==> src/amffic_regs.vh <==
`ifndef AMFFIC_REGS_VH
`define AMFFIC_REGS_VH
// Register offsets
`define AMFFIC_ADDR_IDENTITY   8'h00
`define AMFFIC_ADDR_REVISION   8'h01
`define AMFFIC_ADDR_CONTROL    8'h02
`define AMFFIC_ADDR_STATUS     8'h03
`define AMFFIC_ADDR_RSTKEY     8'h04
`define AMFFIC_ADDR_EVENT      8'h05
`define AMFFIC_ADDR_X_OUT      8'h06
`define AMFFIC_ADDR_Y_OUT      8'h07
`define AMFFIC_ADDR_Z_OUT      8'h08
`define AMFFIC_ADDR_MOT_THR    8'h09
`define AMFFIC_ADDR_TIMERS     8'h0A
`define AMFFIC_ADDR_FALL_THR   8'h0B
`define AMFFIC_ADDR_BUS_ADDR   8'h0C
// Control fields
`define AMFFIC_CTL_RANGE       7
`define AMFFIC_CTL_POLARITY    6
`define AMFFIC_CTL_STAY        5
`define AMFFIC_CTL_I2C_OFF     4
`define AMFFIC_CTL_MODE_HI     3
`define AMFFIC_CTL_MODE_LO     1
`define AMFFIC_CTL_IRQ_DIS     0
// Mode codes
`define AMFFIC_MODE_SLEEP0     3'h0
`define AMFFIC_MODE_MEAS100    3'h1
`define AMFFIC_MODE_MEAS400    3'h2
`define AMFFIC_MODE_MEAS40     3'h3
`define AMFFIC_MODE_MOTION     3'h4
`define AMFFIC_MODE_FALL100    3'h5
`define AMFFIC_MODE_FALL400    3'h6
`define AMFFIC_MODE_SLEEP7     3'h7
// Reset and factory values (arbitrary identity values)
`define AMFFIC_RST_CONTROL     8'h00
`define AMFFIC_NV_IDENTITY     7'h2A
`define AMFFIC_NV_REV_MAJOR    4'h5
`define AMFFIC_NV_REV_MINOR    4'h3
`define AMFFIC_NV_MOT_THR      8'h08
`define AMFFIC_NV_TIMERS       8'h33
`define AMFFIC_NV_FALL_THR     8'h08
`define AMFFIC_NV_BUS_ADDR     8'h1C
// Soft reset key sequence
`define AMFFIC_KEY_1           8'h02
`define AMFFIC_KEY_2           8'h0A
`define AMFFIC_KEY_3           8'h04
// Status bit positions
`define AMFFIC_STS_PORST       3
`define AMFFIC_STS_PERR        0
// FIFO geometry
`define AMFFIC_FIFO_W          27
`define AMFFIC_FIFO_D          16
`define AMFFIC_FIFO_AW         4
`endif

==> src/amffic_fifo.v <==
`timescale 1ns/100ps
`include "amffic_regs.vh"

module amffic_fifo #(
   parameter WIDTH = `AMFFIC_FIFO_W,
   parameter DEPTH = `AMFFIC_FIFO_D,
   parameter AW    = `AMFFIC_FIFO_AW
) (
   // Clock and reset
   input  wire             core_clk,
   input  wire             rst,
   // Fill side
   input  wire             in_valid,
   output wire             in_ready,
   input  wire [WIDTH-1:0] in_data,
   // Drain side
   output wire             out_valid,
   input  wire             out_ready,
   output reg  [WIDTH-1:0] out_data
);

   reg [WIDTH-1:0] mem_r [0:DEPTH-1];
   reg [AW-1:0]    wr_ptr_r;
   reg [AW-1:0]    rd_ptr_r;
   reg [AW:0]      count_r;

   wire push = in_valid & in_ready;
   wire pop  = out_valid & out_ready;

   // Honest flags from the occupancy count
   assign in_ready  = (count_r != DEPTH[AW:0]);
   assign out_valid = (count_r != {(AW+1){1'b0}});

   // Storage writes, no reset needed
   always @(posedge core_clk) begin
      if (push) begin
         mem_r[wr_ptr_r] <= in_data;
      end
   end

   // Pointers and count
   always @(posedge core_clk or posedge rst) begin
      if (rst) begin
         wr_ptr_r <= {AW{1'b0}};
         rd_ptr_r <= {AW{1'b0}};
         count_r  <= {(AW+1){1'b0}};
      end else begin
         if (push) wr_ptr_r <= wr_ptr_r + 1'b1;
         if (pop)  rd_ptr_r <= rd_ptr_r + 1'b1;
         if (push & ~pop) count_r <= count_r + 1'b1;
         else if (pop & ~push) count_r <= count_r - 1'b1;
      end
   end

   // Combinational head word, read straight from storage at the read pointer
   always @* begin
      out_data = mem_r[rd_ptr_r];
   end

endmodule

==> src/amffic_core.v <==
`timescale 1ns/100ps
`include "amffic_regs.vh"

// How it works
// In fall sensing, irq when all axes inside window longer than dwell.
// Window level is 7 bits, dwell time is 4 bits, both host-writable.
// Mode code 101 gives fall sensing at 100 Hz, 110 at 400 Hz.
// Axis output registers keep updating during fall sensing.
// Irq source follows mode: new sample, fall, or motion.
// Control bit 6 picks pin polarity: 0 active high, 1 active low.
// In measurement, reading axis data clears the data-ready interrupt.
// Control bit 0 set suppresses the interrupt in every mode.
// Fall or motion irq stays until host reads event status.
// Event status reports which axis tripped in motion sensing.
// Mode 000/111 sleep; 001/010/011 measure 100/400/40 Hz; 100 motion 10 Hz.
// Control bit 7 selects 8g when 0, 2g when 1, reset 0.
// On motion with bit 5 clear, switch to 400 Hz measurement.
// Control bit 4 set turns the I2C interface off, reset 0.
// Host waits a settling interval after a mode change.
// Revision register holds major in bits 7:4, minor in 3:0.
// After reset, factory values load into threshold and timer registers; host-writable.
// Identity register read-only, bit 7 zero, bits 6:0 fixed code.
// Reading event status clears its three event bits.
// Motion code: 00 none, 01 X, 10 Y, 11 Z.
// One dwell timer step equals one sample period.
// Axis registers hold 8-bit two's complement samples.
// Dwell counter restarts when any axis leaves the window.
// Window compare uses absolute axis value against unsigned level.
module amffic_core (
   // Clock and reset
   input  wire       core_clk,
   input  wire       rst,
   // Register port from the serial front end
   input  wire       reg_wr,
   input  wire       reg_rd,
   input  wire [7:0] reg_addr,
   input  wire [7:0] reg_wdata,
   output reg  [7:0] reg_rdata,
   // Filtered sample stream, one word per sample period
   input  wire       smp_valid,
   output wire       smp_ready,
   input  wire [7:0] smp_x,
   input  wire [7:0] smp_y,
   input  wire [7:0] smp_z,
   input  wire       smp_motion,
   input  wire [1:0] smp_motion_axis,
   // Factory memory image, valid after load
   input  wire       nv_parity_err,
   // Configuration outputs to the analog and serial sides
   output wire [2:0] sample_rate,
   output wire       range_2g,
   output wire       i2c_off,
   output wire       sleep_state,
   output wire       soft_reset,
   // Interrupt pin
   output wire       irq_pin
);

   ////////////////////////////////////////////////////////////////////////
   // Registers

   reg  [7:0] control_r;
   reg  [7:0] motion_trip_level_r;
   reg  [7:0] detect_timers_r;
   reg  [7:0] fall_window_level_r;
   reg  [7:0] accel_x_out_r;
   reg  [7:0] accel_y_out_r;
   reg  [7:0] accel_z_out_r;
   reg        fall_flag_r;
   reg  [1:0] motion_axis_code_r;
   reg        data_ready_r;
   reg        porst_r;
   reg  [1:0] key_stage_r;
   reg        soft_reset_r;
   reg  [3:0] fall_dwell_r;
   reg        fall_done_r;
   reg        nv_loaded_r;
   reg        perr_r;

   wire [2:0] mode = control_r[`AMFFIC_CTL_MODE_HI:`AMFFIC_CTL_MODE_LO];

   // Mode decode
   wire is_meas   = (mode == `AMFFIC_MODE_MEAS100) | (mode == `AMFFIC_MODE_MEAS400) |
                    (mode == `AMFFIC_MODE_MEAS40);
   wire is_motion = (mode == `AMFFIC_MODE_MOTION);
   wire is_fall   = (mode == `AMFFIC_MODE_FALL100) |
                    (mode == `AMFFIC_MODE_FALL400);
   wire is_sleep  = ~(is_meas | is_motion | is_fall);

   assign sample_rate = mode;
   assign range_2g    = control_r[`AMFFIC_CTL_RANGE];
   assign i2c_off     = control_r[`AMFFIC_CTL_I2C_OFF];
   assign sleep_state = is_sleep;
   assign soft_reset  = soft_reset_r;

   ////////////////////////////////////////////////////////////////////////
   // Sample FIFO; motion trigger bits ride in the word so they stay aligned

   wire        fifo_valid;
   wire [26:0] fifo_data;
   // Sleeping holds samples back; a full FIFO stalls the stream
   wire        fifo_pop = fifo_valid & ~is_sleep;

   amffic_fifo #(
      .WIDTH (`AMFFIC_FIFO_W),
      .DEPTH (`AMFFIC_FIFO_D),
      .AW    (`AMFFIC_FIFO_AW)
   ) u_fifo (
      .core_clk  (core_clk),
      .rst       (rst),
      .in_valid  (smp_valid),
      .in_ready  (smp_ready),
      .in_data   ({smp_motion, smp_motion_axis, smp_x, smp_y, smp_z}),
      .out_valid (fifo_valid),
      .out_ready (~is_sleep),
      .out_data  (fifo_data)
   );

   ////////////////////////////////////////////////////////////////////////
   // Free-fall window compare

   // Absolute value of a signed sample, -128 saturates to 127
   function [6:0] abs7;
      input [7:0] v;
      reg   [7:0] n;
      begin
         n = (~v) + 8'h01;
         if (!v[7]) abs7 = v[6:0];
         else if (n[7]) abs7 = 7'h7F;
         else abs7 = n[6:0];
      end
   endfunction

   wire [6:0] fall_window = fall_window_level_r[6:0];
   wire [3:0] fall_dwell  = detect_timers_r[3:0];
   wire in_window = (abs7(fifo_data[23:16]) <= fall_window) &
                    (abs7(fifo_data[15:8])  <= fall_window) &
                    (abs7(fifo_data[7:0])   <= fall_window);

   // Dwell counter steps once per sample (one sample period)
   always @(posedge core_clk or posedge rst) begin
      if (rst) begin
         fall_dwell_r <= 4'h0;
         fall_done_r  <= 1'b0;
      end else if (!is_fall) begin
         fall_dwell_r <= 4'h0;
         fall_done_r  <= 1'b0;
      end else if (fifo_pop) begin
         if (!in_window) begin
            fall_dwell_r <= 4'h0;
            fall_done_r  <= 1'b0;
         end else if (fall_dwell_r >= fall_dwell) begin
            fall_done_r  <= 1'b1;
         end else begin
            fall_dwell_r <= fall_dwell_r + 4'h1;
         end
      end
   end

   wire fall_event = is_fall & fifo_pop & in_window &
                     (fall_dwell_r >= fall_dwell) & ~fall_done_r;
   wire mot_event  = is_motion & fifo_pop & fifo_data[26];

   ////////////////////////////////////////////////////////////////////////
   // Register write side

   wire rd_axis  = reg_rd & ((reg_addr == `AMFFIC_ADDR_X_OUT) |
                   (reg_addr == `AMFFIC_ADDR_Y_OUT) | (reg_addr == `AMFFIC_ADDR_Z_OUT));
   wire rd_event = reg_rd & (reg_addr == `AMFFIC_ADDR_EVENT);
   wire rd_stat  = reg_rd & (reg_addr == `AMFFIC_ADDR_STATUS);

   // Host writes; motion exit overrides mode in the same cycle
   always @(posedge core_clk or posedge rst) begin
      if (rst) begin
         control_r           <= `AMFFIC_RST_CONTROL;
         motion_trip_level_r <= 8'h00;
         detect_timers_r     <= 8'h00;
         fall_window_level_r <= 8'h00;
         nv_loaded_r         <= 1'b0;
         perr_r              <= 1'b0;
      end else if (!nv_loaded_r) begin
         // Factory image load once after reset
         motion_trip_level_r <= `AMFFIC_NV_MOT_THR;
         detect_timers_r     <= `AMFFIC_NV_TIMERS;
         fall_window_level_r <= `AMFFIC_NV_FALL_THR;
         perr_r              <= nv_parity_err;
         nv_loaded_r         <= 1'b1;
      end else begin
         if (reg_wr) begin
            case (reg_addr)
               `AMFFIC_ADDR_CONTROL:  control_r <= reg_wdata;
               `AMFFIC_ADDR_MOT_THR:  motion_trip_level_r <= {1'b0, reg_wdata[6:0]};
               `AMFFIC_ADDR_TIMERS:   detect_timers_r <= reg_wdata;
               `AMFFIC_ADDR_FALL_THR: fall_window_level_r <= {1'b0, reg_wdata[6:0]};
               default: ;
            endcase
         end
         if (mot_event && !control_r[`AMFFIC_CTL_STAY]) begin
            control_r[`AMFFIC_CTL_MODE_HI:`AMFFIC_CTL_MODE_LO] <=
               `AMFFIC_MODE_MEAS400;
         end
      end
   end

   // Soft reset key: three writes in order, any other value restarts
   always @(posedge core_clk or posedge rst) begin
      if (rst) begin
         key_stage_r  <= 2'h0;
         soft_reset_r <= 1'b0;
      end else begin
         soft_reset_r <= 1'b0;
         if (reg_wr && reg_addr == `AMFFIC_ADDR_RSTKEY) begin
            case (key_stage_r)
               2'h0: key_stage_r <= (reg_wdata == `AMFFIC_KEY_1) ? 2'h1 : 2'h0;
               2'h1: key_stage_r <= (reg_wdata == `AMFFIC_KEY_2) ? 2'h2 : 2'h0;
               2'h2: begin
                  key_stage_r  <= 2'h0;
                  soft_reset_r <= (reg_wdata == `AMFFIC_KEY_3);
               end
               default: key_stage_r <= 2'h0;
            endcase
         end
      end
   end

   ////////////////////////////////////////////////////////////////////////
   // Outputs and event flags; a new event wins over a clearing read

   always @(posedge core_clk or posedge rst) begin
      if (rst) begin
         accel_x_out_r      <= 8'h00;
         accel_y_out_r      <= 8'h00;
         accel_z_out_r      <= 8'h00;
         fall_flag_r        <= 1'b0;
         motion_axis_code_r <= 2'h0;
         data_ready_r       <= 1'b0;
         porst_r            <= 1'b1;
      end else begin
         if (fifo_pop) begin
            accel_x_out_r <= fifo_data[23:16];
            accel_y_out_r <= fifo_data[15:8];
            accel_z_out_r <= fifo_data[7:0];
         end
         // Data ready: set per sample, read of axis data clears
         if (is_meas & fifo_pop) data_ready_r <= 1'b1;
         else if (rd_axis | ~is_meas) data_ready_r <= 1'b0;
         if (fall_event) fall_flag_r <= 1'b1;
         else if (rd_event) fall_flag_r <= 1'b0;
         if (mot_event) motion_axis_code_r <= fifo_data[25:24];
         else if (rd_event) motion_axis_code_r <= 2'h0;
         if (rd_stat) porst_r <= 1'b0;
      end
   end

   ////////////////////////////////////////////////////////////////////////
   // Interrupt pin

   wire irq_src = data_ready_r | fall_flag_r |
                  (motion_axis_code_r != 2'h0);
   wire irq_act = irq_src & ~control_r[`AMFFIC_CTL_IRQ_DIS];
   assign irq_pin = irq_act ^ control_r[`AMFFIC_CTL_POLARITY];

   ////////////////////////////////////////////////////////////////////////
   // Read mux, registered; unmapped reads return zero

   always @(posedge core_clk or posedge rst) begin
      if (rst) begin
         reg_rdata <= 8'h00;
      end else if (reg_rd) begin
         case (reg_addr)
            `AMFFIC_ADDR_IDENTITY: reg_rdata <= {1'b0, `AMFFIC_NV_IDENTITY};
            `AMFFIC_ADDR_REVISION: reg_rdata <= {`AMFFIC_NV_REV_MAJOR,
                                                 `AMFFIC_NV_REV_MINOR};
            `AMFFIC_ADDR_CONTROL:  reg_rdata <= control_r;
            `AMFFIC_ADDR_STATUS:   reg_rdata <= {4'h0, porst_r, 2'h0, perr_r};
            `AMFFIC_ADDR_RSTKEY:   reg_rdata <= 8'h00;
            `AMFFIC_ADDR_EVENT:    reg_rdata <= {5'h00, fall_flag_r, motion_axis_code_r};
            `AMFFIC_ADDR_X_OUT:    reg_rdata <= accel_x_out_r;
            `AMFFIC_ADDR_Y_OUT:    reg_rdata <= accel_y_out_r;
            `AMFFIC_ADDR_Z_OUT:    reg_rdata <= accel_z_out_r;
            `AMFFIC_ADDR_MOT_THR:  reg_rdata <= motion_trip_level_r;
            `AMFFIC_ADDR_TIMERS:   reg_rdata <= detect_timers_r;
            `AMFFIC_ADDR_FALL_THR: reg_rdata <= fall_window_level_r;
            `AMFFIC_ADDR_BUS_ADDR: reg_rdata <= `AMFFIC_NV_BUS_ADDR;
            default:               reg_rdata <= 8'h00;
         endcase
      end
   end

endmodule

==> config.mk <==
export PLATFORM = sky130hd
export DESIGN_NAME = amffic_core
export DESIGN_NICKNAME = d
export VERILOG_FILES = /design/src/amffic_fifo.v /design/src/amffic_core.v
export VERILOG_INCLUDE_DIRS = /design/src
export SDC_FILE = /design/constraint.sdc
export NUM_CORES = 1
export LEC_CHECK = 0
export BUFFER_PORTS_ARGS = -buffer_cell sky130_fd_sc_hd__buf_2
export CORE_ASPECT_RATIO = 0.75
export CORE_MARGIN = 3
export CORE_UTILIZATION = 40
export DETAILED_ROUTE_END_ITERATION = 6
export GPL_ROUTABILITY_DRIVEN = 0
export PLACE_DENSITY = 0.53
export SYNTH_ARGS = -nofsm -noshare
export SYNTH_HDL_FRONTEND = slang
export SYNTH_SLANG_ARGS = --single-unit
==> constraint.sdc <==
create_clock -name core_clk -period 5.6 [get_ports core_clk]
set_input_delay 0.28 -clock core_clk [delete_from_list [all_inputs] [get_ports core_clk]]
set_output_delay 0.28 -clock core_clk [all_outputs]
set_load 0.05 [all_outputs]
Word level (Yosys, flattened, before mapping). Memories as Yosys holds them, arrays and structs flattened. Cells that the tools add are included.

Flip-flop bits (word level): 92. Memory bits (writable): 432. Input bits: 49. Output and inout port bits: 17. Word-level logic and storage cells: 165. Memories kept: 1.

Memories: u_fifo.mem_r (depth 16, width 27, read ports 1, clocked after Yosys merged registers in 0, write ports 1, RTL line amffic_fifo.v:22) `reg [WIDTH-1:0] mem_r [0:DEPTH-1];`.

Add/subtract/negate cells: 8. Magnitude comparators: 4. Eq/ne operators: 31. Multiplexer cells: 42. Bitwise gates (word level): 37. Reduce and logical (&&, ||, !) cells: 20.

Operators by type and width (count): case mux 8 bit (12 select lines) (1); two-way mux 8 bit (9); == test 8 x 4 -> 1 bit, second input constant (6); two-way mux 7 bit (6); == test 8 x 3 -> 1 bit, second input constant (5); adder 8 x 1 -> 8 bit, second input constant (3); == test 8 x 2 -> 1 bit, second input constant (3); two-way mux 4 bit (6); NOT 8 bit (3); less-or-equal comparator 7 bit (3); bitwise AND 1 bit (17); nonzero test 2 bit (7); two-way mux 1 bit (13); adder 4 x 1 -> 4 bit, second input constant (3); two-way mux 5 bit (2); OR 1 bit (10); AND reduction 2 bit (5); == test 3 bit, second input constant (3); == test 8 x 1 -> 1 bit, second input constant (1); zero test 8 bit (1); inequality test 2 x 1 -> 1 bit, second input constant (4); == test 3 x 2 -> 1 bit, second input constant (2); two-way mux 2 bit (3); NOT 1 bit (6); other kinds (18) (20).

Depth between registers and ports, before layout. Gate-level depths: netlist of the first run. An unclocked memory read counts as a cell.

Depth in word-level cells: 12. Gate-level depth with buffers: 21. Depth with buffers taken out: 17.

By module. Synthesis of the first run repeated with hierarchy kept, for this count alone.

Cell total of the unflattened synthesis: 1381. Area, all modules: 22500.3 µm².

By module, submodules not included: amffic_fifo (instances 1, cells each 862, area each 17541.8 µm², seq. area each 13297.8 µm²); amffic_core (instances 1, cells each 519, area each 4958.5 µm², seq. area each 1928.1 µm²).

Least setup slack after synthesis of the first run. OpenSTA, ideal clock, no wires.

Kind: register to register. From: register u_fifo.rd_ptr_r[1]. To: register fall_dwell_r[3]. Setup time: 65 ps. Arrival: 4086 ps. Data required time: 5535 ps. Path slack: 1450 ps. Stages on the path, launching flop included: 17. Path buffers: 3. Period minus slack after synthesis: 4150 ps. Path through: dfrtp_1 -> buf_4 -> buf_2 -> clkbuf_1 -> mux4_2 -> a221oi_2 -> ha_1 -> and3_1 -> nor3_1 -> a311oi_1 -> ha_1 -> a21o_1 -> a21o_1 -> a211oi_1 -> o2111ai_1 -> nor4_1 -> a211o_1.

Longest elaborated chain between the ends: 11. Elaborated cells between the ends (all ways): 23. Classes of those cells: add/sub (3); order compare (3); eq/ne (1); mux (9); bitwise (5); reduce/logical (1); memory (1).

RTL lines: from (decl) (RTL line amffic_fifo.v:24) `reg [AW-1:0] rd_ptr_r;`; from (signal assigned) (RTL line amffic_fifo.v:45) `rd_ptr_r <= {AW{1'b0}};`; from (signal assigned) (RTL line amffic_fifo.v:49) `if (pop) rd_ptr_r <= rd_ptr_r + 1'b1;`; memory read (16 x 27 bit) (*); NOT 8 bit (RTL line amffic_core.v:127) `n = (~v) + 8'h01;`; adder 8 x 1 -> 8 bit (RTL line amffic_core.v:127); two-way mux 7 bit (RTL line amffic_core.v:129) `else if (n[7]) abs7 = 7'h7F;`; two-way mux 7 bit (RTL line amffic_core.v:128) `if (!v[7]) abs7 = v[6:0];`; less-or-equal comparator 7 bit (on tied branches) (RTL line amffic_core.v:136, amffic_core.v:137); bitwise AND 1 bit (RTL line amffic_core.v:136) `wire in_window = (abs7(fifo_data[23:16]) <= fall_window) &`; bitwise AND 1 bit (*) (RTL line amffic_core.v:137) `(abs7(fifo_data[15:8]) <= fall_window) &`; two-way mux 4 bit (RTL line amffic_core.v:149) `if (!in_window) begin`; two-way mux 4 bit (RTL line amffic_core.v:148) `end else if (fifo_pop) begin`; two-way mux 4 bit (RTL line amffic_core.v:145) `end else if (!is_fall) begin`; to (signal assigned) (RTL line amffic_core.v:155) `fall_dwell_r <= fall_dwell_r + 4'h1;`; to (decl) (RTL line amffic_core.v:75) `reg [3:0] fall_dwell_r;`.

Every way passes the cells marked *; elsewhere a longest branch is shown, timed or not. The select of a mux whose other input is x is not followed. A chain may end at the register's enable or synchronous reset.

Worst setup path in the final report of the first run.
From: register u_fifo.rd_ptr_r[0]. To: register fall_dwell_r[0].

Same word-level chain as after synthesis.

==> impl_metrics.xml, run 1 <==
<?xml version="1.0" encoding="UTF-8"?>
<metrics>
  <group name="synthesis">
    <metric name="synth_area_leaders" unit="">sky130_fd_sc_hd__edfxtp_1, sky130_fd_sc_hd__mux4_2, sky130_fd_sc_hd__dfrtp_1</metric>
    <metric name="ys_dominant_reg_cell" unit="">sky130_fd_sc_hd__edfxtp_1</metric>
    <metric name="syn_avg_cell_area" unit="sq um">17.1</metric>
    <metric name="syn-num-nets" unit="">1380</metric>
    <metric name="async_set_or_reset_flop_fraction_in_the_synthesized_netlist" unit="%">17.2</metric>
    <metric name="synth_sequential_area_ratio" unit="%">68.9</metric>
    <metric name="synthDominantCellAreaShare" unit="%">58.7</metric>
    <metric name="netlist_instances" unit="">1292</metric>
    <metric name="synth.distinct_cells" unit="">70</metric>
    <metric name="synth_top_area_cell" unit="">sky130_fd_sc_hd__edfxtp_1</metric>
    <metric name="synth_seq_cells" unit="">522</metric>
    <metric name="yosysWarningCount" unit="">0</metric>
    <metric name="syn_area" unit="sq um">22100</metric>
    <metric name="synth_enable_flop_cells" unit="">432</metric>
  </group>
  <group name="cells_and_area">
    <metric name="syn_to_final_growth" unit="%">14.6</metric>
    <metric name="final_net_count" unit="">1481</metric>
    <metric name="area.sequential" unit="sq um">15200</metric>
    <metric name="layout.filler_cells" unit="">4542</metric>
    <metric name="final_cell_mix" unit="">sky130_fd_sc_hd__edfxtp_1, sky130_fd_sc_hd__mux4_2, sky130_fd_sc_hd__dfrtp_1</metric>
    <metric name="final_core_util" unit="%">47.1</metric>
    <metric name="share_of_post_route_cells_with_drive_strength_above_1" unit="%">24.6</metric>
    <metric name="final_common_cell" unit="">sky130_fd_sc_hd__edfxtp_1</metric>
    <metric name="layoutNonFillerInstCount" unit="">2148</metric>
    <metric name="multi_input_area" unit="sq um">6480</metric>
    <metric name="finish.instance_area" unit="sq um">25300</metric>
  </group>
  <group name="routing">
    <metric name="detail_route.first_pass.iterations" unit="">5</metric>
    <metric name="wirelength" unit="um">56000</metric>
    <metric name="drt-initial-drc-count" unit="">1076</metric>
    <metric name="routed_wire_length_per_instance" unit="um">26.1</metric>
    <metric name="vias_per_cell" unit="">5.67</metric>
    <metric name="drc" unit="">0</metric>
    <metric name="route.vias.total" unit="">12179</metric>
    <metric name="route.antenna.remaining_nets" unit="">0</metric>
  </group>
  <group name="grt">
    <metric name="antenna_violations_before_repair" unit="">5</metric>
    <metric name="via_count_of_the_first_global_routing_pass" unit="">12230</metric>
    <metric name="grt_use_total" unit="%">19.2</metric>
    <metric name="globalRoute.totalOverflow" unit="">0</metric>
    <metric name="grt_pass1_wl" unit="um">83200</metric>
    <metric name="grt_max_degree" unit="">52</metric>
  </group>
  <group name="sta">
    <metric name="max_clock_freq" unit="MHz">195</metric>
    <metric name="final-setup-viol-count" unit="">0</metric>
    <metric name="fin_tns_setup" unit="ns">0</metric>
    <metric name="min_period_over_period" unit="%">91.4</metric>
    <metric name="hold_viol_final" unit="">0</metric>
    <metric name="timing.final.crit_period" unit="ns">5.12</metric>
    <metric name="timing.clock.skew" unit="ns">0.0212</metric>
    <metric name="timing.final.max_slew_violations" unit="">0</metric>
    <metric name="grt_setup_unrepaired" unit="">false</metric>
    <metric name="timing_worst_slew_pin_value" unit="ns">1.13</metric>
    <metric name="max_slew_margin" unit="%">24.4</metric>
  </group>
  <group name="die">
    <metric name="initial_core_util" unit="%">41.1</metric>
    <metric name="io-pin-count" unit="">66</metric>
    <metric name="core-area" unit="sq um">53800</metric>
    <metric name="floorplan.die.height" unit="um">210</metric>
    <metric name="core.rowCount" unit="">73</metric>
    <metric name="fp.dieW" unit="um">277</metric>
    <metric name="die_area" unit="sq um">58200</metric>
  </group>
  <group name="clock_network">
    <metric name="cts_tree" unit="">yes</metric>
    <metric name="cts_made_buffers" unit="">50</metric>
    <metric name="cts_htree_levels" unit="">2</metric>
    <metric name="ctsLongestPathBuffers" unit="">3</metric>
    <metric name="clk_root_buffer_cell" unit="">sky130_fd_sc_hd__clkbuf_16</metric>
    <metric name="clock_transition_at_path_regs" unit="ns">0.07</metric>
    <metric name="clkLatencyLatePin" unit="ns">0.57</metric>
    <metric name="count_of_clock_tree_sinks" unit="">522</metric>
  </group>
  <group name="placed_design">
    <metric name="io_buffer_count" unit="">65</metric>
    <metric name="hpwl" unit="um">33300</metric>
    <metric name="dpl-instance-area" unit="sq um">23400</metric>
    <metric name="dpl.cell_count" unit="">2047</metric>
  </group>
  <group name="power_and_ir_drop">
    <metric name="power.leakage" unit="nW">8.77</metric>
    <metric name="cellPowerDensity" unit="nW/um^2">528</metric>
    <metric name="ir_drop" unit="uV">250</metric>
  </group>
  <group name="min_path">
    <metric name="hold_path_class" unit="">in2reg</metric>
  </group>
  <group name="critical_path">
    <metric name="crit_path_dat" unit="ns">5.63</metric>
    <metric name="path_max_fanout" unit="">21</metric>
    <metric name="worstSetupPathType" unit="">reg2reg</metric>
    <metric name="startpoint_type" unit="">register</metric>
    <metric name="crit_required" unit="ns">6.11</metric>
    <metric name="cp-end-kind" unit="">register</metric>
  </group>
  <group name="job">
    <metric name="max_cap_viol_count" unit="">0</metric>
  </group>
  <group name="outcome">
    <metric name="run_status" unit="">finished clean</metric>
  </group>
</metrics>
-- per-layer routing --
layer	wire length, um	track usage [%]	vias to the layer above
met5	40	0	-
met4	738	3.48	6
met3	3820	3.84	65
met2	25400	28.8	356
met1	26100	29.3	6414
li1	-	-	5338
-- final timing paths --
check                              startpoint                  to  slack [ns]  cells past startpoint
max                        u_fifo.rd_ptr_r[0]     fall_dwell_r[0]        0.48                     16
max reg2reg                u_fifo.rd_ptr_r[0]     fall_dwell_r[0]        0.48                     16
min reg2reg                           porst_r             porst_r        0.45                      2
max in group asynchronous                 rst    accel_y_out_r[1]        4.20                      4
min in group asynchronous                 rst   u_fifo.count_r[1]        0.36                      3
min                              reg_wdata[4]  detect_timers_r[4]        0.03                      3
-- cell usage after synthesis (12+ instances only) --
master and n:
sky130_fd_sc_hd__nor2b_1 32, sky130_fd_sc_hd__mux2_2 18, sky130_fd_sc_hd__clkbuf_1 29, sky130_fd_sc_hd__a21oi_1 23, sky130_fd_sc_hd__buf_2 17, sky130_fd_sc_hd__nor3_1 17
sky130_fd_sc_hd__nand3_1 16, sky130_fd_sc_hd__edfxtp_1 432, sky130_fd_sc_hd__nand2_1 84, sky130_fd_sc_hd__mux2i_1 33, sky130_fd_sc_hd__o22ai_1 12, sky130_fd_sc_hd__inv_1 45
sky130_fd_sc_hd__dfrtp_1 89, sky130_fd_sc_hd__nor2_1 43, sky130_fd_sc_hd__ha_1 38, sky130_fd_sc_hd__mux4_2 108, sky130_fd_sc_hd__a22o_1 15, sky130_fd_sc_hd__o21ai_0 45
sky130_fd_sc_hd__a22oi_1 17
-- sequential cells by signal (all words and copies together), names as in the netlist, 2 cells and up --
| register | flops |
|---|---|
| accel_x_out_r | 8 |
| accel_y_out_r | 8 |
| accel_z_out_r | 8 |
| control_r | 8 |
| detect_timers_r | 8 |
| fall_dwell_r | 4 |
| fall_window_level_r | 7 |
| key_stage_r | 2 |
| motion_axis_code_r | 2 |
| motion_trip_level_r | 7 |
| reg_rdata | 8 |
| u_fifo.count_r | 5 |
| u_fifo.mem_r | 432 |
| u_fifo.rd_ptr_r | 4 |
| u_fifo.wr_ptr_r | 4 |
-- metrics by stage --
step | setup slack (ns) | hold WS (ns) | total power (W)
after floorplan | 1.45 | 0.350 | 0.00825
after CTS | 0.306 | 0.00668 | 0.0135
final | 0.482 | 0.0294 | 0.0134
after global placement | 0.466 | 0.428 | 0.00966
after global routing | 0.234 | 0.0266 | 0.0141
after detailed placement | 0.344 | 0.430 | 0.00972
-- critical path, stage by stage, from the launching register on --
cell and delay (ns):
sky130_fd_sc_hd__dfrtp_4 0.74, sky130_fd_sc_hd__buf_12 0.29, sky130_fd_sc_hd__mux4_1 0.58, sky130_fd_sc_hd__mux2_2 0.30, sky130_fd_sc_hd__or3_1 0.38, sky130_fd_sc_hd__a211oi_2 0.34
sky130_fd_sc_hd__and3_1 0.20, sky130_fd_sc_hd__o21ai_1 0.06, sky130_fd_sc_hd__a21oi_1 0.19, sky130_fd_sc_hd__ha_1 0.27, sky130_fd_sc_hd__a21o_1 0.17, sky130_fd_sc_hd__a21oi_1 0.14
sky130_fd_sc_hd__nor2b_1 0.06, sky130_fd_sc_hd__o31ai_1 0.31, sky130_fd_sc_hd__o2111ai_1 0.46, sky130_fd_sc_hd__nor4b_1 0.43, sky130_fd_sc_hd__a21o_1 0.12
-- cell type report --
class                      count  share of cell area (%)
clock inverter                35                    1.86
timing repair buffer         115                    2.91
clock buffer                  59                    5.32
inverter                      45                   0.677
tap                          712                    3.52
multi-input combinational    659                    25.6
antenna                        1                 0.00988
sequential                   522                    60.1
-- what timing repair did --
item	CTS	global route
setup buffers	0	1
setup endpoints to repair	0	3
hold endpoints to repair	53	0
resized for setup	0	0
hold buffers	5	0
-- power by group --
group	total, W	internal, W	switching, W	leakage (nW)
clock	0.00373	0.00227	0.00146	0.887
sequential	0.00500	0.00469	0.000312	5.01
combinational	0.00465	0.00198	0.00267	2.87
-- kinds of logic after synthesis --
kind of cell | share of synthesized area [%]
AO/OA/AOI/OAI | 6.11
XOR/XNOR | 0.713
adder cells (fa/ha/maj) | 2.24
buffers and inverters | 2.38
flip-flops | 68.9
multiplexers | 14.0
other | 0.0170
AND/OR/NAND/NOR | 5.66
No activity file was read; power rests on OpenSTA's default activity.
==> run 2, diff against run 1 <==
- CORE_UTILIZATION: 40 -> 48
- HOLD_SLACK_MARGIN: default -> 0.05
- PLACE_DENSITY: 0.53 -> 0.65
- clock period: 5.6 -> 4.15 ns (I/O delays scaled with it)
==> impl_metrics.xml, run 2 (synthesis gave the netlist of run 1 again) <==
<?xml version="1.0" encoding="UTF-8"?>
<metrics>
  <group name="outcome">
    <metric name="run_status" unit="">finished, violations left</metric>
    <metric name="violations_in_the_final_reports" unit="">setup timing</metric>
  </group>
  <group name="critical_path">
    <metric name="path_max_fanout" unit="">6</metric>
    <metric name="crit_required" unit="ns">4.66</metric>
    <metric name="worst_setup_path_start" unit="">u_fifo.rd_ptr_r[0]</metric>
    <metric name="timing.rr.start" unit="">u_fifo.rd_ptr_r[0]</metric>
    <metric name="cp-end-kind" unit="">register</metric>
    <metric name="critPathMaxStageDelay" unit="ns">0.53</metric>
    <metric name="regToRegSetupSlack" unit="ns">-0.1</metric>
    <metric name="r2r-end" unit="">fall_dwell_r[0]</metric>
    <metric name="worstSetupPathType" unit="">reg2reg</metric>
    <metric name="r2r.worst_path.cells" unit="">17</metric>
    <metric name="crit_path_dat" unit="ns">4.76</metric>
    <metric name="cp_slowest_cell" unit="">sky130_fd_sc_hd__dfrtp_4</metric>
    <metric name="timing.critical_path.buf_inv" unit="">3</metric>
    <metric name="critical_path.cell_chain" unit="">buf_12 &gt; mux4_2 &gt; mux2_2 &gt; or3_4 &gt; a211oi_2 &gt; buf_4 &gt; nand4b_1 &gt; o211ai_1 &gt; ha_1 &gt; nor2b_1 &gt; o21ai_1 &gt; a21oi_2 &gt; o31ai_2 &gt; o2111ai_2 &gt; buf_6 &gt; nor4b_4 &gt; a21o_1</metric>
    <metric name="startpoint_type" unit="">register</metric>
    <metric name="crit_family" unit="">compound AO/OA/AOI/OAI gates</metric>
  </group>
  <group name="sta">
    <metric name="fin_worst_hold_slack" unit="ns">0.109</metric>
    <metric name="min_period_over_period" unit="%">102</metric>
    <metric name="final_worst_path_setup_slack" unit="ns">-0.0991</metric>
    <metric name="timing.clock.skew" unit="ns">0.0118</metric>
    <metric name="timing_worst_slew_pin_value" unit="ns">1.03</metric>
    <metric name="final-setup-viol-count" unit="">6</metric>
    <metric name="max_clock_freq" unit="MHz">235</metric>
    <metric name="hold_viol_final" unit="">0</metric>
    <metric name="grt_setup_unrepaired" unit="">true</metric>
    <metric name="max_slew_margin" unit="%">31.5</metric>
    <metric name="timing.final.max_slew_violations" unit="">0</metric>
    <metric name="timing.final.crit_period" unit="ns">4.25</metric>
  </group>
  <group name="placed_design">
    <metric name="io_buffer_count" unit="">65</metric>
    <metric name="dpl-instance-area" unit="sq um">24000</metric>
    <metric name="hpwl" unit="um">34100</metric>
  </group>
  <group name="cells_and_area">
    <metric name="final_cell_mix" unit="">sky130_fd_sc_hd__edfxtp_1, sky130_fd_sc_hd__buf_4, sky130_fd_sc_hd__mux4_2</metric>
    <metric name="finish.instance_area" unit="sq um">26600</metric>
    <metric name="final_net_count" unit="">1624</metric>
    <metric name="max_flop_register" unit="">u_fifo.mem_r</metric>
    <metric name="share_of_post_route_cells_with_drive_strength_above_1" unit="%">31.3</metric>
    <metric name="final_common_cell" unit="">sky130_fd_sc_hd__edfxtp_1</metric>
    <metric name="insertedDiodeCount" unit="">0</metric>
    <metric name="syn_to_final_growth" unit="%">20.3</metric>
    <metric name="largest_reg_flops" unit="">432</metric>
  </group>
  <group name="routing">
    <metric name="detail_route.first_pass.iterations" unit="">7</metric>
    <metric name="drt-initial-drc-count" unit="">1243</metric>
    <metric name="route.antenna.remaining_nets" unit="">0</metric>
    <metric name="wirelength" unit="um">54600</metric>
    <metric name="route.vias.total" unit="">12735</metric>
    <metric name="routed_wire_length_per_instance" unit="um">25.2</metric>
    <metric name="vias_per_cell" unit="">5.89</metric>
    <metric name="drc" unit="">0</metric>
  </group>
  <group name="clock_network">
    <metric name="ctsLongestPathBuffers" unit="">3</metric>
    <metric name="count_of_clock_tree_sinks" unit="">522</metric>
    <metric name="cts_made_buffers" unit="">50</metric>
    <metric name="clock_transition_at_path_regs" unit="ns">0.06</metric>
    <metric name="clkLatencyLatePin" unit="ns">0.58</metric>
    <metric name="clk_root_buffer_cell" unit="">sky130_fd_sc_hd__clkbuf_16</metric>
    <metric name="cts_tree" unit="">yes</metric>
    <metric name="cts_htree_levels" unit="">2</metric>
  </group>
  <group name="grt">
    <metric name="grtUsageMet1" unit="%">33.2</metric>
    <metric name="gr-usage-met2" unit="%">35.5</metric>
    <metric name="grt_util_met3" unit="%">6.78</metric>
    <metric name="grt-busiest-layer" unit="">met2</metric>
    <metric name="via_count_of_the_first_global_routing_pass" unit="">12805</metric>
    <metric name="grt_use_total" unit="%">22.9</metric>
    <metric name="grt_pass1_wl" unit="um">82200</metric>
    <metric name="antenna_violations_before_repair" unit="">0</metric>
    <metric name="globalRoute.totalOverflow" unit="">0</metric>
    <metric name="grt_max_degree" unit="">51</metric>
  </group>
  <group name="die">
    <metric name="core.rowCount" unit="">67</metric>
    <metric name="io-pin-count" unit="">66</metric>
    <metric name="initial_core_util" unit="%">49.0</metric>
    <metric name="fp.dieW" unit="um">254</metric>
    <metric name="floorplan.die.height" unit="um">192</metric>
    <metric name="die_area" unit="sq um">48700</metric>
    <metric name="core-area" unit="sq um">45100</metric>
  </group>
  <group name="min_path">
    <metric name="hold_crit_start" unit="">reg_wr</metric>
    <metric name="whs_path_depth" unit="">5</metric>
    <metric name="hold_path_class" unit="">in2reg</metric>
    <metric name="min_to" unit="">control_r[3]</metric>
  </group>
  <group name="power_and_ir_drop">
    <metric name="ir_drop" unit="uV">454</metric>
    <metric name="cellPowerDensity" unit="nW/um^2">727</metric>
    <metric name="power.leakage" unit="nW">9.47</metric>
  </group>
  <group name="job">
    <metric name="max_cap_viol_count" unit="">0</metric>
  </group>
</metrics>
==> run 2: changes by cell type in the layout (fill, tap and decap cells not counted), sizes merged, moves of 3 or more <==
cell | before | now
dlygate4sd3 | 5 | 39
clkinv | 20 | 23
bufinv | 12 | 4
buf | 110 | 218
==> run 2: worst max path at each step <==
stage	endpoint	slack [ns]	cells past startpoint
floorplan	fall_dwell_r[3]	0.02	16
global placement	fall_dwell_r[0]	-0.18	17
detailed placement	fall_dwell_r[0]	-0.22	17
CTS	fall_dwell_r[0]	-0.04	19
global route	fall_dwell_r[0]	-0.27	17
finish	fall_dwell_r[0]	-0.1	17
==> run 2: worst reg2reg max path: stages, from the launching register on <==
cell and delay, ns:
sky130_fd_sc_hd__dfrtp_4 0.53, sky130_fd_sc_hd__buf_12 0.19, sky130_fd_sc_hd__mux4_2 0.50, sky130_fd_sc_hd__mux2_2 0.29, sky130_fd_sc_hd__or3_4 0.39, sky130_fd_sc_hd__a211oi_2 0.24
sky130_fd_sc_hd__buf_4 0.15, sky130_fd_sc_hd__nand4b_1 0.12, sky130_fd_sc_hd__o211ai_1 0.12, sky130_fd_sc_hd__ha_1 0.28, sky130_fd_sc_hd__nor2b_1 0.15, sky130_fd_sc_hd__o21ai_1 0.14
sky130_fd_sc_hd__a21oi_2 0.08, sky130_fd_sc_hd__o31ai_2 0.29, sky130_fd_sc_hd__o2111ai_2 0.22, sky130_fd_sc_hd__buf_6 0.19, sky130_fd_sc_hd__nor4b_4 0.21, sky130_fd_sc_hd__a21o_1 0.11
==> run 2: repair_timing <==
action,4_1_cts,5_1_grt
endpoints found under the hold margin,508,0
hold buffers,39,0
endpoints found under the setup margin,6,6
buffers inserted,20,4
gates resized for setup,54,9
pin swaps,31,5
gates cloned,4,0
==> run 2: power breakdown <==
part	internal (W)	total, W	switching (W)	leakage [nW]
clock	0.00253	0.00450	0.00197	0.784
sequential	0.00633	0.00661	0.000278	5.01
combinational	0.00399	0.00823	0.00424	3.68
==> run 2: layout make-up <==
cell class / instances / area, sq um
clock buffers: 60 / 1320
clock inverters: 32 / 284
fillers: 3347 / 18500
inverters: 45 / 170
multi-input cells: 659 / 6690
flip-flops and latches: 522 / 15200
well taps: 586 / 733
repair buffers: 258 / 2170
==> run 2: through the flow <==
step           setup slack (ns)  utilization [%]  TNS (ns)  std cells  power (W)
6_report                -0.0991             59.0    -0.406       2162     0.0193
4_1_cts                 -0.0390             58.8    -0.129       2159     0.0193
2_1_floorplan            0.0205                -         0       1292     0.0111
5_1_grt                  -0.273             59.0     -1.41       2162     0.0203
3_3_place_gp             -0.181             53.3    -0.851       2004     0.0139
3_5_place_dp             -0.219             53.3     -1.07       2004     0.0140
==> run 2: per-layer routing <==
metal | routed length [um] | part of all wire [%]
met5 | 0 | 0
met3 | 5330 | 9.8
met4 | 750 | 1.4
met2 | 25000 | 46
met1 | 23500 | 43
==> run 3, diff against run 2 <==
- ABC_AREA: default -> 1
- GPL_ROUTABILITY_DRIVEN: 0 -> default
- PLACE_DENSITY: 0.65 -> 0.64
==> impl_metrics.xml, run 3 <==
<?xml version="1.0" encoding="UTF-8"?>
<metrics>
  <group name="outcome">
    <metric name="run_status" unit="">finished clean</metric>
  </group>
  <group name="grt">
    <metric name="grt_use_total" unit="%">23.9</metric>
    <metric name="grt_pass1_wl" unit="um">93200</metric>
    <metric name="via_count_of_the_first_global_routing_pass" unit="">15695</metric>
    <metric name="gr-usage-met2" unit="%">36.5</metric>
    <metric name="antenna_violations_before_repair" unit="">1</metric>
    <metric name="grt-busiest-layer" unit="">met2</metric>
    <metric name="globalRoute.totalOverflow" unit="">0</metric>
    <metric name="grt_util_met3" unit="%">4.95</metric>
    <metric name="grtUsageMet1" unit="%">35.3</metric>
    <metric name="grt_max_degree" unit="">102</metric>
  </group>
  <group name="critical_path">
    <metric name="startpoint_type" unit="">register</metric>
    <metric name="crit_path_dat" unit="ns">4.24</metric>
    <metric name="cp-end-kind" unit="">register</metric>
    <metric name="crit_required" unit="ns">4.64</metric>
    <metric name="r2r.worst_path.cells" unit="">24</metric>
    <metric name="path_max_fanout" unit="">101</metric>
    <metric name="worstSetupPathType" unit="">reg2reg</metric>
    <metric name="regToRegSetupSlack" unit="ns">0.39</metric>
  </group>
  <group name="cells_and_area">
    <metric name="final_cell_mix" unit="">sky130_fd_sc_hd__nand2_1, sky130_fd_sc_hd__edfxtp_1, sky130_fd_sc_hd__nand3_1</metric>
    <metric name="final_net_count" unit="">2421</metric>
    <metric name="finish.instance_area" unit="sq um">26600</metric>
    <metric name="max_flop_register" unit="">u_fifo.mem_r</metric>
    <metric name="largest_reg_flops" unit="">432</metric>
    <metric name="layoutNonFillerInstCount" unit="">3012</metric>
    <metric name="share_of_post_route_cells_with_drive_strength_above_1" unit="%">11.1</metric>
    <metric name="final_common_cell" unit="">sky130_fd_sc_hd__nand2_1</metric>
    <metric name="syn_to_final_growth" unit="%">14.2</metric>
  </group>
  <group name="clock_network">
    <metric name="ctsLongestPathBuffers" unit="">3</metric>
    <metric name="cts_htree_levels" unit="">2</metric>
    <metric name="count_of_clock_tree_sinks" unit="">522</metric>
    <metric name="cts_made_buffers" unit="">51</metric>
    <metric name="clk_root_buffer_cell" unit="">sky130_fd_sc_hd__clkbuf_16</metric>
    <metric name="cts_tree" unit="">yes</metric>
    <metric name="clock_transition_at_path_regs" unit="ns">0.06</metric>
    <metric name="clkLatencyLatePin" unit="ns">0.58</metric>
  </group>
  <group name="sta">
    <metric name="grt_setup_unrepaired" unit="">false</metric>
    <metric name="fin_tns_setup" unit="ns">0</metric>
    <metric name="max_slew_margin" unit="%">33.3</metric>
    <metric name="max_clock_freq" unit="MHz">266</metric>
    <metric name="timing.clock.skew" unit="ns">0.0168</metric>
    <metric name="timing.final.max_slew_violations" unit="">0</metric>
    <metric name="fin_worst_hold_slack" unit="ns">0.180</metric>
    <metric name="timing.final.crit_period" unit="ns">3.76</metric>
    <metric name="hold_viol_final" unit="">0</metric>
    <metric name="final-setup-viol-count" unit="">0</metric>
    <metric name="timing_worst_slew_pin_value" unit="ns">0.997</metric>
    <metric name="min_period_over_period" unit="%">90.6</metric>
  </group>
  <group name="synthesis">
    <metric name="ys_dominant_reg_cell" unit="">sky130_fd_sc_hd__edfxtp_1</metric>
    <metric name="syn_area" unit="sq um">23300</metric>
    <metric name="synth_enable_flop_cells" unit="">432</metric>
    <metric name="synth_area_leaders" unit="">sky130_fd_sc_hd__edfxtp_1, sky130_fd_sc_hd__dfrtp_1, sky130_fd_sc_hd__nand2_1</metric>
    <metric name="synthDominantCellAreaShare" unit="%">55.7</metric>
    <metric name="yosysWarningCount" unit="">0</metric>
    <metric name="synthMostInstantiatedCell" unit="">sky130_fd_sc_hd__nand2_1</metric>
    <metric name="synth_seq_cells" unit="">522</metric>
    <metric name="netlist_instances" unit="">2227</metric>
    <metric name="synth_sequential_area_ratio" unit="%">65.3</metric>
    <metric name="synth.distinct_cells" unit="">48</metric>
    <metric name="syn-num-nets" unit="">2315</metric>
    <metric name="synth_top_area_cell" unit="">sky130_fd_sc_hd__edfxtp_1</metric>
    <metric name="async_set_or_reset_flop_fraction_in_the_synthesized_netlist" unit="%">17.2</metric>
    <metric name="syn_avg_cell_area" unit="sq um">10.5</metric>
    <metric name="netlist_top_cells_count" unit="">sky130_fd_sc_hd__nand2_1, sky130_fd_sc_hd__edfxtp_1, sky130_fd_sc_hd__nor2_1</metric>
  </group>
  <group name="routing">
    <metric name="wirelength" unit="um">61300</metric>
    <metric name="routed_wire_length_per_instance" unit="um">20.3</metric>
    <metric name="route.antenna.remaining_nets" unit="">0</metric>
    <metric name="drc" unit="">0</metric>
    <metric name="drt-initial-drc-count" unit="">1664</metric>
    <metric name="route.vias.total" unit="">16485</metric>
    <metric name="detail_route.first_pass.iterations" unit="">6</metric>
    <metric name="vias_per_cell" unit="">5.47</metric>
  </group>
  <group name="placed_design">
    <metric name="dpl-instance-area" unit="sq um">24400</metric>
    <metric name="place.gp.congestion" unit="">0.908</metric>
    <metric name="dpl.cell_count" unit="">2876</metric>
    <metric name="hpwl" unit="um">36000</metric>
    <metric name="io_buffer_count" unit="">65</metric>
  </group>
  <group name="power_and_ir_drop">
    <metric name="power.leakage" unit="nW">10.8</metric>
    <metric name="total_power" unit="W">0.0193</metric>
    <metric name="ir_drop" unit="uV">663</metric>
    <metric name="cellPowerDensity" unit="nW/um^2">724</metric>
  </group>
  <group name="die">
    <metric name="die_area" unit="sq um">51300</metric>
    <metric name="initial_core_util" unit="%">48.9</metric>
    <metric name="fp.dieW" unit="um">260</metric>
    <metric name="floorplan.die.height" unit="um">197</metric>
    <metric name="core-area" unit="sq um">47700</metric>
    <metric name="io-pin-count" unit="">66</metric>
    <metric name="core.rowCount" unit="">69</metric>
  </group>
  <group name="job">
    <metric name="max_cap_viol_count" unit="">0</metric>
  </group>
  <group name="min_path">
    <metric name="whs_path_depth" unit="">5</metric>
    <metric name="hold_path_class" unit="">in2reg</metric>
  </group>
</metrics>
run 3: cell count changes after synthesis, moves of 36 or more:
cell / previous run / this run
sky130_fd_sc_hd__inv_1: 45 / 209
sky130_fd_sc_hd__mux4_2: 108 / 0
sky130_fd_sc_hd__nand2_1: 84 / 505
sky130_fd_sc_hd__nand3_1: 16 / 234
sky130_fd_sc_hd__nor2_1: 43 / 243
sky130_fd_sc_hd__o211ai_1: 5 / 41
sky130_fd_sc_hd__o21ai_0: 45 / 95
sky130_fd_sc_hd__o21ai_1: 3 / 70
run 3: final cells by class:
cell class                 instances  area (sq um)
fill                            4066         21000
sequential                       522         15200
multi-input combinational       1371          6710
clock buffer                      65          1400
timing repair buffer             157          1250
inverter                         230           890
tap                              639           800
clock inverter                    27           329
antenna                            1          2.50
run 3: worst paths after layout:
check | startpoint | end
max | u_fifo.rd_ptr_r[0] | fall_dwell_r[0]
min | reg_addr[1] | control_r[5]
min in group asynchronous | rst | u_fifo.count_r[3]
min reg2reg | porst_r | porst_r
max reg2reg | u_fifo.rd_ptr_r[0] | fall_dwell_r[0]
max in group asynchronous | rst | porst_r
run 3: cell families after synthesis:
kind of cell	Yosys count	share of synthesized area (%)
and+or+nand+nor	1027	18.5
DFF	522	65.3
buffers and inverters	334	6.47
AOI/OAI and AO/OA	290	7.06
adders and majority gates	39	2.13
xor gates and xnor gates	14	0.526
other	1	0.0161
run 3: what timing repair did:
item / 4_1_cts / 5_1_grt
endpoints found under the setup margin: 0 / 6
buffers inserted: 0 / 1
hold endpoints to repair: 526 / 0
hold buffers: 41 / 0
gates resized for setup: 0 / 14
run 3: power breakdown:
part / switching [W] / total, W / internal (W)
logic: 0.00539 / 0.00790 / 0.00252
clock network: 0.00195 / 0.00482 / 0.00287
registers: 0.000223 / 0.00657 / 0.00634
run 3: metrics by stage:
stage	setup slack [ns]	utilization [%]
floorplan	1.06	-
global placement	0.357	51.2
detailed placement	0.293	51.2
CTS	0.257	55.7
global route	0.00153	55.9
finish	0.392	55.9
run 3: critical path: stages, from the launching register on:
cell and delay, ns:
sky130_fd_sc_hd__dfrtp_4 0.56, sky130_fd_sc_hd__buf_16 0.37, sky130_fd_sc_hd__nand2_1 0.10, sky130_fd_sc_hd__nand3_1 0.10, sky130_fd_sc_hd__nand3_1 0.07, sky130_fd_sc_hd__nand3_1 0.11
sky130_fd_sc_hd__nand2_1 0.16, sky130_fd_sc_hd__inv_1 0.11, sky130_fd_sc_hd__ha_1 0.18, sky130_fd_sc_hd__nand3_1 0.08, sky130_fd_sc_hd__nor2_1 0.17, sky130_fd_sc_hd__nand2_1 0.10
sky130_fd_sc_hd__nand3_1 0.10, sky130_fd_sc_hd__nand3_2 0.08, sky130_fd_sc_hd__ha_1 0.29, sky130_fd_sc_hd__nand2_1 0.06, sky130_fd_sc_hd__nor2_1 0.16, sky130_fd_sc_hd__nand4_1 0.11
sky130_fd_sc_hd__nand2_1 0.13, sky130_fd_sc_hd__nand2_1 0.07, sky130_fd_sc_hd__nor2_2 0.18, sky130_fd_sc_hd__nand2_1 0.09, sky130_fd_sc_hd__nor2_1 0.13, sky130_fd_sc_hd__nand2_1 0.06
sky130_fd_sc_hd__o21ai_0 0.06
run 3: metal layers:
layer	vias up	share of wire (%)
met1	8038	45
met4	0	1.8
met3	87	7.9
met5	-	0
met2	585	45
li1	7775	-
